--- config.mk ---
export PLATFORM = sky130hd
export DESIGN_NAME = adcop_port
export DESIGN_NICKNAME = d
export VERILOG_FILES = /design/src/core/adcop_sync.v /design/src/core/adcop_fmt.v /design/src/core/adcop_port.v
export VERILOG_INCLUDE_DIRS = /design/src /design/src/core
export SDC_FILE = /design/constraint.sdc
export NUM_CORES = 1
export LEC_CHECK = 0
export BUFFER_PORTS_ARGS = -buffer_cell sky130_fd_sc_hd__buf_2
export CORE_MARGIN = 2
export CORE_UTILIZATION = 50
export DETAILED_ROUTE_END_ITERATION = 10
export HOLD_SLACK_MARGIN = 0.1
export PLACE_DENSITY_LB_ADDON = 0.08
export SKIP_CTS_REPAIR_TIMING = 1
export SLEW_MARGIN = 25
export SYNTH_ARGS = -nofsm -noshare
export SYNTH_HDL_FRONTEND = slang
export SYNTH_HIERARCHICAL = 1
export SYNTH_SLANG_ARGS = --single-unit
--- constraint.sdc ---
create_clock -name clk -period 6.9 [get_ports clk]
set_clock_uncertainty 0.2 [all_clocks]
set_input_delay 1.035 -clock clk [delete_from_list [all_inputs] [get_ports clk]]
set_output_delay 1.035 -clock clk [all_outputs]
set_load 0.03 [all_outputs]
--- src/core/adcop_consts.vh ---
// constants for the converter output port block
`ifndef ADCOP_CONSTS_VH
`define ADCOP_CONSTS_VH

// register byte offsets
`define ADCOP_OFS_CTRL        4'h0
`define ADCOP_OFS_STATUS      4'h4
`define ADCOP_OFS_COUNT       4'h8

// control register fields
`define ADCOP_CTRL_OE_N       0
`define ADCOP_CTRL_SHUTDOWN_SELECT       1
`define ADCOP_CTRL_MODE_LO    2
`define ADCOP_CTRL_MODE_HI    3
`define ADCOP_CTRL_FMT_LO     4
`define ADCOP_CTRL_FMT_HI     5
`define ADCOP_CTRL_W          6
`define ADCOP_CTRL_RST        6'h01

// output mode codes
`define ADCOP_MODE_FULL       2'h0
`define ADCOP_MODE_SIMUL      2'h1
`define ADCOP_MODE_INTER      2'h2
`define ADCOP_MODE_LVDS       2'h3

// format codes
`define ADCOP_FMT_OB_PLAIN    2'h0
`define ADCOP_FMT_OB_DCS      2'h1
`define ADCOP_FMT_TC_DCS      2'h2
`define ADCOP_FMT_TC_PLAIN    2'h3

// timing
`define ADCOP_CLK_PERIOD_NS   10
`define ADCOP_SLEEP_WAKE_NS   1000000
`define ADCOP_NAP_WAKE_ENC    100

`endif

--- src/core/adcop_sync.v ---
// two-flop synchroniser for levels arriving from outside the clock domain
`timescale 1ns/1ps
module adcop_sync #(
  parameter W = 1
) (
  input  wire         clk,
  input  wire         rst,
  input  wire [W-1:0] async_in,
  output wire [W-1:0] sync_out
);
  reg [W-1:0] meta_q;
  reg [W-1:0] sync_q;

  always @(posedge clk) begin
    if (rst) begin
      meta_q <= {W{1'b0}};
      sync_q <= {W{1'b0}};
    end else begin
      meta_q <= async_in;
      sync_q <= meta_q;
    end
  end

  assign sync_out = sync_q;
endmodule // adcop_sync

--- src/core/adcop_fmt.v ---
// output word formatting: number format and range flag
`timescale 1ns/1ps
module adcop_fmt #(
  parameter W = 10
) (
  input  wire [W-1:0] code_in,
  input  wire         over_in,
  input  wire         under_in,
  input  wire         twos_comp,
  output wire [W-1:0] word_out,
  output wire         flag_out
);
  // two's complement is offset binary with the top bit flipped
  assign word_out = twos_comp ? {~code_in[W-1], code_in[W-2:0]} : code_in;
  assign flag_out = over_in | under_in;
endmodule // adcop_fmt

--- src/core/adcop_port.v ---
// converter output port: forwarded clocks, bus modes, power modes, avalon
`timescale 1ns/1ps
`include "adcop_consts.vh"

module adcop_port #(
  parameter W              = 10,
  parameter SLEEP_WAKE_CYC = `ADCOP_SLEEP_WAKE_NS / `ADCOP_CLK_PERIOD_NS,
  parameter NAP_WAKE_ENC   = `ADCOP_NAP_WAKE_ENC
) (
  input  wire         clk,
  input  wire         rst,
  input  wire [3:0]   avs_address,
  input  wire         avs_read,
  input  wire         avs_write,
  input  wire [31:0]  avs_writedata,
  output wire [31:0]  avs_readdata,
  output wire         avs_waitrequest,
  input  wire         encode_clock_in,
  input  wire [W-1:0] conv_code,
  input  wire         conv_over,
  input  wire         conv_under,
  output wire         forwarded_data_clock,
  output wire         bus_a_data_clock,
  output wire         bus_b_data_clock,
  output wire [W-1:0] bus_a_data,
  output wire [W-1:0] bus_b_data,
  output wire         bus_a_overrange_flag,
  output wire         bus_b_overrange_flag,
  output wire         bus_a_oe_n,
  output wire         bus_b_oe_n,
  output wire         data_valid
);
  localparam ST_NORMAL = 3'h0;
  localparam ST_SLEEP  = 3'h1;
  localparam ST_NAP    = 3'h2;
  localparam ST_WAKE_S = 3'h3;
  localparam ST_WAKE_N = 3'h4;

  reg [`ADCOP_CTRL_W-1:0] ctrl_q;
  reg [31:0]              rdata_q;
  reg                     wait_q;
  reg [2:0]               st_q;
  reg [1:0]               mode_q;
  reg [31:0]              wake_q;
  reg [15:0]              count_q;
  reg                     enc_d_q;
  reg                     ph_q;
  reg [W-1:0]             prev_q;
  reg                     prev_f_q;
  reg                     pa_q;
  reg                     pb_q;
  reg [W-1:0]             a_next_q;
  reg [W-1:0]             b_next_q;
  reg                     a_nf_q;
  reg                     b_nf_q;
  reg                     fwd_q;
  reg                     a_clk_q;
  reg                     b_clk_q;
  reg [W-1:0]             a_dat_q;
  reg [W-1:0]             b_dat_q;
  reg                     a_of_q;
  reg                     b_of_q;
  reg                     a_oe_n_q;
  reg                     b_oe_n_q;
  reg                     valid_q;

  wire [W+2:0] raw_async = {encode_clock_in, conv_over, conv_under, conv_code};
  wire [W+2:0] raw_sync;
  wire [W-1:0] word;
  wire         flag;

  wire         enc_lvl  = raw_sync[W+2];
  wire         enc_rise = enc_lvl & ~enc_d_q;
  wire         enc_fall = ~enc_lvl & enc_d_q;
  wire         oe_n     = ctrl_q[`ADCOP_CTRL_OE_N];
  wire         shutdown_select     = ctrl_q[`ADCOP_CTRL_SHUTDOWN_SELECT];
  wire [1:0]   mode_sel = ctrl_q[`ADCOP_CTRL_MODE_HI:`ADCOP_CTRL_MODE_LO];
  wire [1:0]   mode     = mode_q;
  wire [1:0]   fmt      = ctrl_q[`ADCOP_CTRL_FMT_HI:`ADCOP_CTRL_FMT_LO];
  wire         demux    = (mode == `ADCOP_MODE_SIMUL) ||
                          (mode == `ADCOP_MODE_INTER);
  wire         twos     = (fmt == `ADCOP_FMT_TC_DCS) ||
                          (fmt == `ADCOP_FMT_TC_PLAIN);
  wire         dcs_on   = (fmt == `ADCOP_FMT_OB_DCS) ||
                          (fmt == `ADCOP_FMT_TC_DCS);
  wire         running  = (st_q == ST_NORMAL) || (st_q == ST_WAKE_S) ||
                          (st_q == ST_WAKE_N);
  wire         step     = running & enc_rise;

  // shutdown target picked by the enable level
  function [2:0] down_state;
    input oe_level;
    begin
      if (oe_level) begin
        down_state = ST_SLEEP;
      end else begin
        down_state = ST_NAP;
      end
    end
  endfunction

  // mode change waits for an encode fall so no bus clock
  // edge is lost or doubled; a stopped encode keeps the old mode until sleep or nap, where it follows at once
  always @(posedge clk) begin
    if (rst) begin
      mode_q <= `ADCOP_MODE_FULL;
    end else if (enc_fall || !running) begin
      mode_q <= mode_sel;
    end
  end

  // pins and encode clock are asynchronous, so all pass two flops
  adcop_sync #(
    .W (W + 3)
  ) u_sync (
    .clk      (clk),
    .rst      (rst),
    .async_in (raw_async),
    .sync_out (raw_sync)
  );

  adcop_fmt #(
    .W (W)
  ) u_fmt (
    .code_in   (raw_sync[W-1:0]),
    .over_in   (raw_sync[W+1]),
    .under_in  (raw_sync[W]),
    .twos_comp (twos),
    .word_out  (word),
    .flag_out  (flag)
  );

  // avalon slave: one wait cycle, then a single acknowledge cycle
  always @(posedge clk) begin
    if (rst) begin
      wait_q  <= 1'b1;
      rdata_q <= 32'h0;
      ctrl_q  <= `ADCOP_CTRL_RST;
    end else begin
      if ((avs_read || avs_write) && wait_q) begin
        wait_q <= 1'b0;
        if (avs_address == `ADCOP_OFS_CTRL) begin
          rdata_q <= {{(32-`ADCOP_CTRL_W){1'b0}}, ctrl_q};
        end else if (avs_address == `ADCOP_OFS_STATUS) begin
          rdata_q <= {25'h0, ph_q, twos, dcs_on, valid_q, st_q};
        end else if (avs_address == `ADCOP_OFS_COUNT) begin
          rdata_q <= {16'h0, count_q};
        end else begin
          rdata_q <= 32'h0;
        end
      end else begin
        wait_q <= 1'b1;
      end
      if (avs_write && !wait_q && avs_address == `ADCOP_OFS_CTRL) begin
        ctrl_q <= avs_writedata[`ADCOP_CTRL_W-1:0];
      end
    end
  end

  // power state machine
  always @(posedge clk) begin
    if (rst) begin
      st_q   <= ST_NORMAL;
      wake_q <= 32'h0;
    end else begin
      case (st_q)
        ST_NORMAL: begin
          if (shutdown_select && oe_n) begin
            st_q <= ST_SLEEP;
          end else if (shutdown_select) begin
            st_q <= ST_NAP;
          end
        end
        ST_SLEEP, ST_NAP: begin
          wake_q <= 32'h0;
          if (shutdown_select) begin
            st_q <= down_state(oe_n);
          end else begin
            st_q <= (st_q == ST_SLEEP) ? ST_WAKE_S : ST_WAKE_N;
          end
        end
        ST_WAKE_S: begin
          // reference settle time in clk cycles
          if (shutdown_select) begin
            st_q <= down_state(oe_n);
          end else if (wake_q >= SLEEP_WAKE_CYC - 1) begin
            st_q <= ST_NORMAL;
          end else begin
            wake_q <= wake_q + 32'h1;
          end
        end
        ST_WAKE_N: begin
          if (shutdown_select) begin
            st_q <= down_state(oe_n);
          end else if (wake_q >= NAP_WAKE_ENC) begin
            st_q <= ST_NORMAL;
          end else if (enc_rise) begin
            wake_q <= wake_q + 32'h1;
          end
        end
        default: begin
          st_q <= ST_NORMAL;
        end
      endcase
    end
  end

  // sample steering, one cycle from encode rise to pending update
  always @(posedge clk) begin
    if (rst) begin
      enc_d_q  <= 1'b0;
      ph_q     <= 1'b0;
      prev_q   <= {W{1'b0}};
      prev_f_q <= 1'b0;
      pa_q     <= 1'b0;
      pb_q     <= 1'b0;
      a_next_q <= {W{1'b0}};
      b_next_q <= {W{1'b0}};
      a_nf_q   <= 1'b0;
      b_nf_q   <= 1'b0;
      count_q  <= 16'h0;
    end else begin
      enc_d_q <= enc_lvl;
      pa_q    <= 1'b0;
      pb_q    <= 1'b0;
      if (step) begin
        count_q  <= count_q + 16'h1;
        ph_q     <= ~ph_q;
        prev_q   <= word;
        prev_f_q <= flag;
        if (mode == `ADCOP_MODE_SIMUL) begin
          // both buses load on half-rate rise
          if (!ph_q) begin
            pa_q     <= 1'b1;
            pb_q     <= 1'b1;
            a_next_q <= prev_q;
            a_nf_q   <= prev_f_q;
            b_next_q <= word;
            b_nf_q   <= flag;
          end
        end else if (mode == `ADCOP_MODE_INTER) begin
          if (!ph_q) begin
            pa_q     <= 1'b1;
            a_next_q <= word;
            a_nf_q   <= flag;
          end else begin
            pb_q     <= 1'b1;
            b_next_q <= word;
            b_nf_q   <= flag;
          end
        end else begin
          pa_q     <= 1'b1;
          a_next_q <= word;
          a_nf_q   <= flag;
        end
      end else if (!running) begin
        ph_q <= 1'b0;
      end
    end
  end

  // output registers; clocks move one cycle before their data
  always @(posedge clk) begin
    if (rst) begin
      fwd_q    <= 1'b0;
      a_clk_q  <= 1'b0;
      b_clk_q  <= 1'b0;
      a_dat_q  <= {W{1'b0}};
      b_dat_q  <= {W{1'b0}};
      a_of_q   <= 1'b0;
      b_of_q   <= 1'b0;
      a_oe_n_q <= 1'b1;
      b_oe_n_q <= 1'b1;
      valid_q  <= 1'b0;
    end else begin
      fwd_q <= running & enc_lvl;
      if (!running) begin
        a_clk_q <= 1'b0;
        b_clk_q <= 1'b0;
      end else if (demux) begin
        a_clk_q <= enc_rise ? ~ph_q : ph_q;
        b_clk_q <= enc_rise ? ph_q : ~ph_q;
      end else begin
        a_clk_q <= enc_lvl;
        b_clk_q <= 1'b0;
      end
      // bus a data follows its rising clock
      if (pa_q) begin
        a_dat_q <= a_next_q;
        a_of_q  <= a_nf_q;
      end
      if (pb_q) begin
        b_dat_q <= b_next_q;
        b_of_q  <= b_nf_q;
      end
      // enable high floats data and flag; clocks keep running
      a_oe_n_q <= oe_n | ~running;
      b_oe_n_q <= oe_n | ~running | ~demux;
      // receiver relies on valid and mode
      valid_q  <= (st_q == ST_NORMAL);
    end
  end

  assign avs_readdata         = rdata_q;
  assign avs_waitrequest      = wait_q;
  assign forwarded_data_clock = fwd_q;
  assign bus_a_data_clock     = a_clk_q;
  assign bus_b_data_clock     = b_clk_q;
  assign bus_a_data           = a_dat_q;
  assign bus_b_data           = b_dat_q;
  assign bus_a_overrange_flag = a_of_q;
  assign bus_b_overrange_flag = b_of_q;
  assign bus_a_oe_n           = a_oe_n_q;
  assign bus_b_oe_n           = b_oe_n_q;
  assign data_valid           = valid_q;
endmodule // adcop_port

==> reports/results.txt <==
hold path start: u_sync/meta_q[3]
post-synthesis cell area: 0.00660 mm2
dpl ws: 3820 ps
Non-Filler Instances: 932
Synth top area share: 50.6%
part of the power in registers: 47.5%
Seq/Total Area, Yosys: 50.6%
TritonRoute pass-1 iters: 4
fin nets: 808
total clock sinks: 167
RR Startpoint: wake_q[12]
Tcrit/Tclk final: 44.9%
mean post-synth cell area: 9.42 um2
Setup Viol. Count Final: 0
Area contributors post-synth: dfxtp_1 (51%), mux2i_1 (8.3%), nor2_1 (6.5%)
P_sw: 0.512 mW
xor/xnor cell area share of the yosys netlist: 3.71%
number of diodes: 0
number of DRC markers in iteration 0: 242
Num CTS Buffers: 17
RSZ-0062 raised after global routing: no
WS Path Type: flip-flop to flip-flop
# rows: 41
leading register cell type out of synthesis: dfxtp_1
Critical Path AT: 3200 ps
dpl cell area: 0.00692 mm2
post-synth top area cell: dfxtp_1
register bit total from synthesis: 167
Post-Layout Inst Area: 0.00752 mm2
first-pass GRT wire length: 21.4 mm
largest family of logic cells by synthesized area: simple AND/OR/NAND/NOR gates
H-Tree Depth: 4
# DRC: 0
CP endpoint kind: flip-flop
fraction of synthesized area in multiplexers: 8.51%
Syn-to-layout area delta: 13.9%
final hold vios: 0
most common cell in the synthesized netlist: dfxtp_1
Initial Utilization: 51.7%
setup slack after layout: 3800 ps
Worst VDD drop: 0.174 mV
# IOs: 114
Post-synth EDFFs: 0
Reg2Reg Depth: 7
dpl cells: 901
Clock Latency Late Sink: 420 ps
simple-gate area share of the yosys netlist: 21.6%
core area: 0.0128 mm2
crit path from: wake_q[12]
Final Max Slew Viols: 0
Hold Worst Slack: 232 ps
Clock Tree Buf Depth: 2
post-layout util: 58.9%
largest net degree at the start of global routing: 82
Final TNS setup: 0 ps
GP Congestion: 0.800
Internal Pwr Total: 1.61 mW
commonest cells in the netlist: dfxtp_1 (167), nor2_1 (115), mux2i_1 (55)
PortBufs: 71
fraction of power spent switching nets: 24.1%
Critical Path, Cell by Cell: or4_4 > or4_1 > o221ai_1 > o2bb2ai_1 > or2_1 > mux2i_1 > nor2_1
die span in x: 119 um
Die Height: 119 um
CTS root buf: clkbuf_16
required time worst endpoint: 7000 ps
total die area: 0.0141 mm2
share of post-route cells with drive strength above 1: 15.8%
synthesized instance count: 701
wirelength, routed: 12.5 mm
maxcap violations: 0
Max-slew headroom: 34.9%
DP Wirelength: 8.65 mm
Worst-path clk slew: 60 ps
gr usage total: 18.7%
shortest period the worst path allows: 3100 ps
DRT antenna net count: 0
Worst-Margin Slew: 977 ps
status: complete, no violations
via count of the first global-routing pass: 4488
YS warnings: 6
Setup crit start kind: flip-flop
total power: 2.12 mW
Hold/Removal Path Class: flip-flop to flip-flop
Async S/R FF share, synth: 0%
fillcell total: 1122
Comb pwr share: 7.4%
Slowest Stage Delay on Critical Path: 540 ps
Worst Hold Depth: 1
FMAX: 323 MHz
DR WL/cell: 13.4 um
vias per inst: 5.05
Compound-Gate Fraction of Synth Area: 8.30%
CTS tree: yes
Leakage: 2.93 nW
CP max-delay cell: or4_4
adder-cell share of the synthesized area: 1.33%
initial antenna violation count: 0
library cells used by synthesis: 59
PwrDens: 282 mW/mm2
clock power share: 45.0%
gr ovfl total: 0
DR vias: 4708
Worst Path Max Fanout: 11
-- logic make-up (layout without fill, tap and decap cells) --
logic type,count (synthesis),after routing
mux,56,56
simple gates,290,290
fa+ha+maj,7,7
compound gates,81,81
other cells,1,16
xor+xnor,28,28
buf+inv,71,115
flops,167,167
-- area by class of cell --
type | count | area [um2] | area share, %
Clock buffer | 18 | 429 | 5.70
Clock inverter | 13 | 173 | 2.30
Inverter | 9 | 33.8 | 0.449
Multi-Input combinational cell | 478 | 2940 | 39.1
Sequential cell | 167 | 3340 | 44.4
Tap cell | 172 | 215 | 2.86
Timing Repair Buffer | 75 | 388 | 5.16
-- flip-flops by register name, summed over array words and instances (netlist names), 2 cells and up --
register	count
u_sync/meta_q	13
ctrl_q	6
st_q	3
mode	2
bus_b_data	10
wake_q	32
u_sync/sync_out	13
prev_q	10
a_next_q	10
avs_readdata	16
b_next_q	10
count_q	16
bus_a_data	10
-- cell usage in the layout (no fill, tap or decap), types with 5 or more instances in the layout --
cell type,synthesis,layout
ha_1,7,7
mux2i_1,55,55
and3_1,6,6
a22oi_1,16,16
nand2_1,53,53
or2_2,7,7
clkbuf_16,0,17
xnor2_1,15,15
and2_1,15,15
dfxtp_1,167,167
a211oi_1,12,12
inv_1,9,9
buf_4,27,5
conb_1,1,16
xor2_1,13,13
nor2b_1,26,26
a21oi_1,22,22
nor4_1,8,8
nor3_1,16,15
o21ai_0,9,9
buf_2,2,70
nand3_1,12,12
nand4_1,6,6
nor2_1,115,115
-- layer usage --
layer  wire [um]  global-route usage (%)
met4         217                    7.07
met1        5880                    24.0
met5           0                       0
met2        5920                    30.6
met3         490                    4.31
-- power groups by stage --
stage          Sequential (mW)  Clock [mW]  Combinational [mW]
6_report                  1.01       0.956               0.158
5_1_grt                   1.01        1.02               0.178
4_1_cts                   1.01       0.975               0.159
3_5_place_dp              1.03           0               0.158
3_3_place_gp              1.03           0               0.153
2_1_floorplan             1.03           0               0.139
-- worst max-delay path, delay by kind of cell (launching register included) --
| kind | cells | cell delay, ps |
|---|---|---|
| compound gates | 2 | 710 |
| mux | 1 | 220 |
| flops | 1 | 360 |
| simple gates | 4 | 1480 |
-- path summary, 6_finish.rpt --
check | slack [ps] | endpoint
max reg2reg | 3800 | wake_q[1]
min reg2reg | 230 | u_sync/sync_out[3]
max | 3800 | wake_q[1]
min | 230 | u_sync/sync_out[3]
No activity file was read; power rests on OpenSTA's default activity.
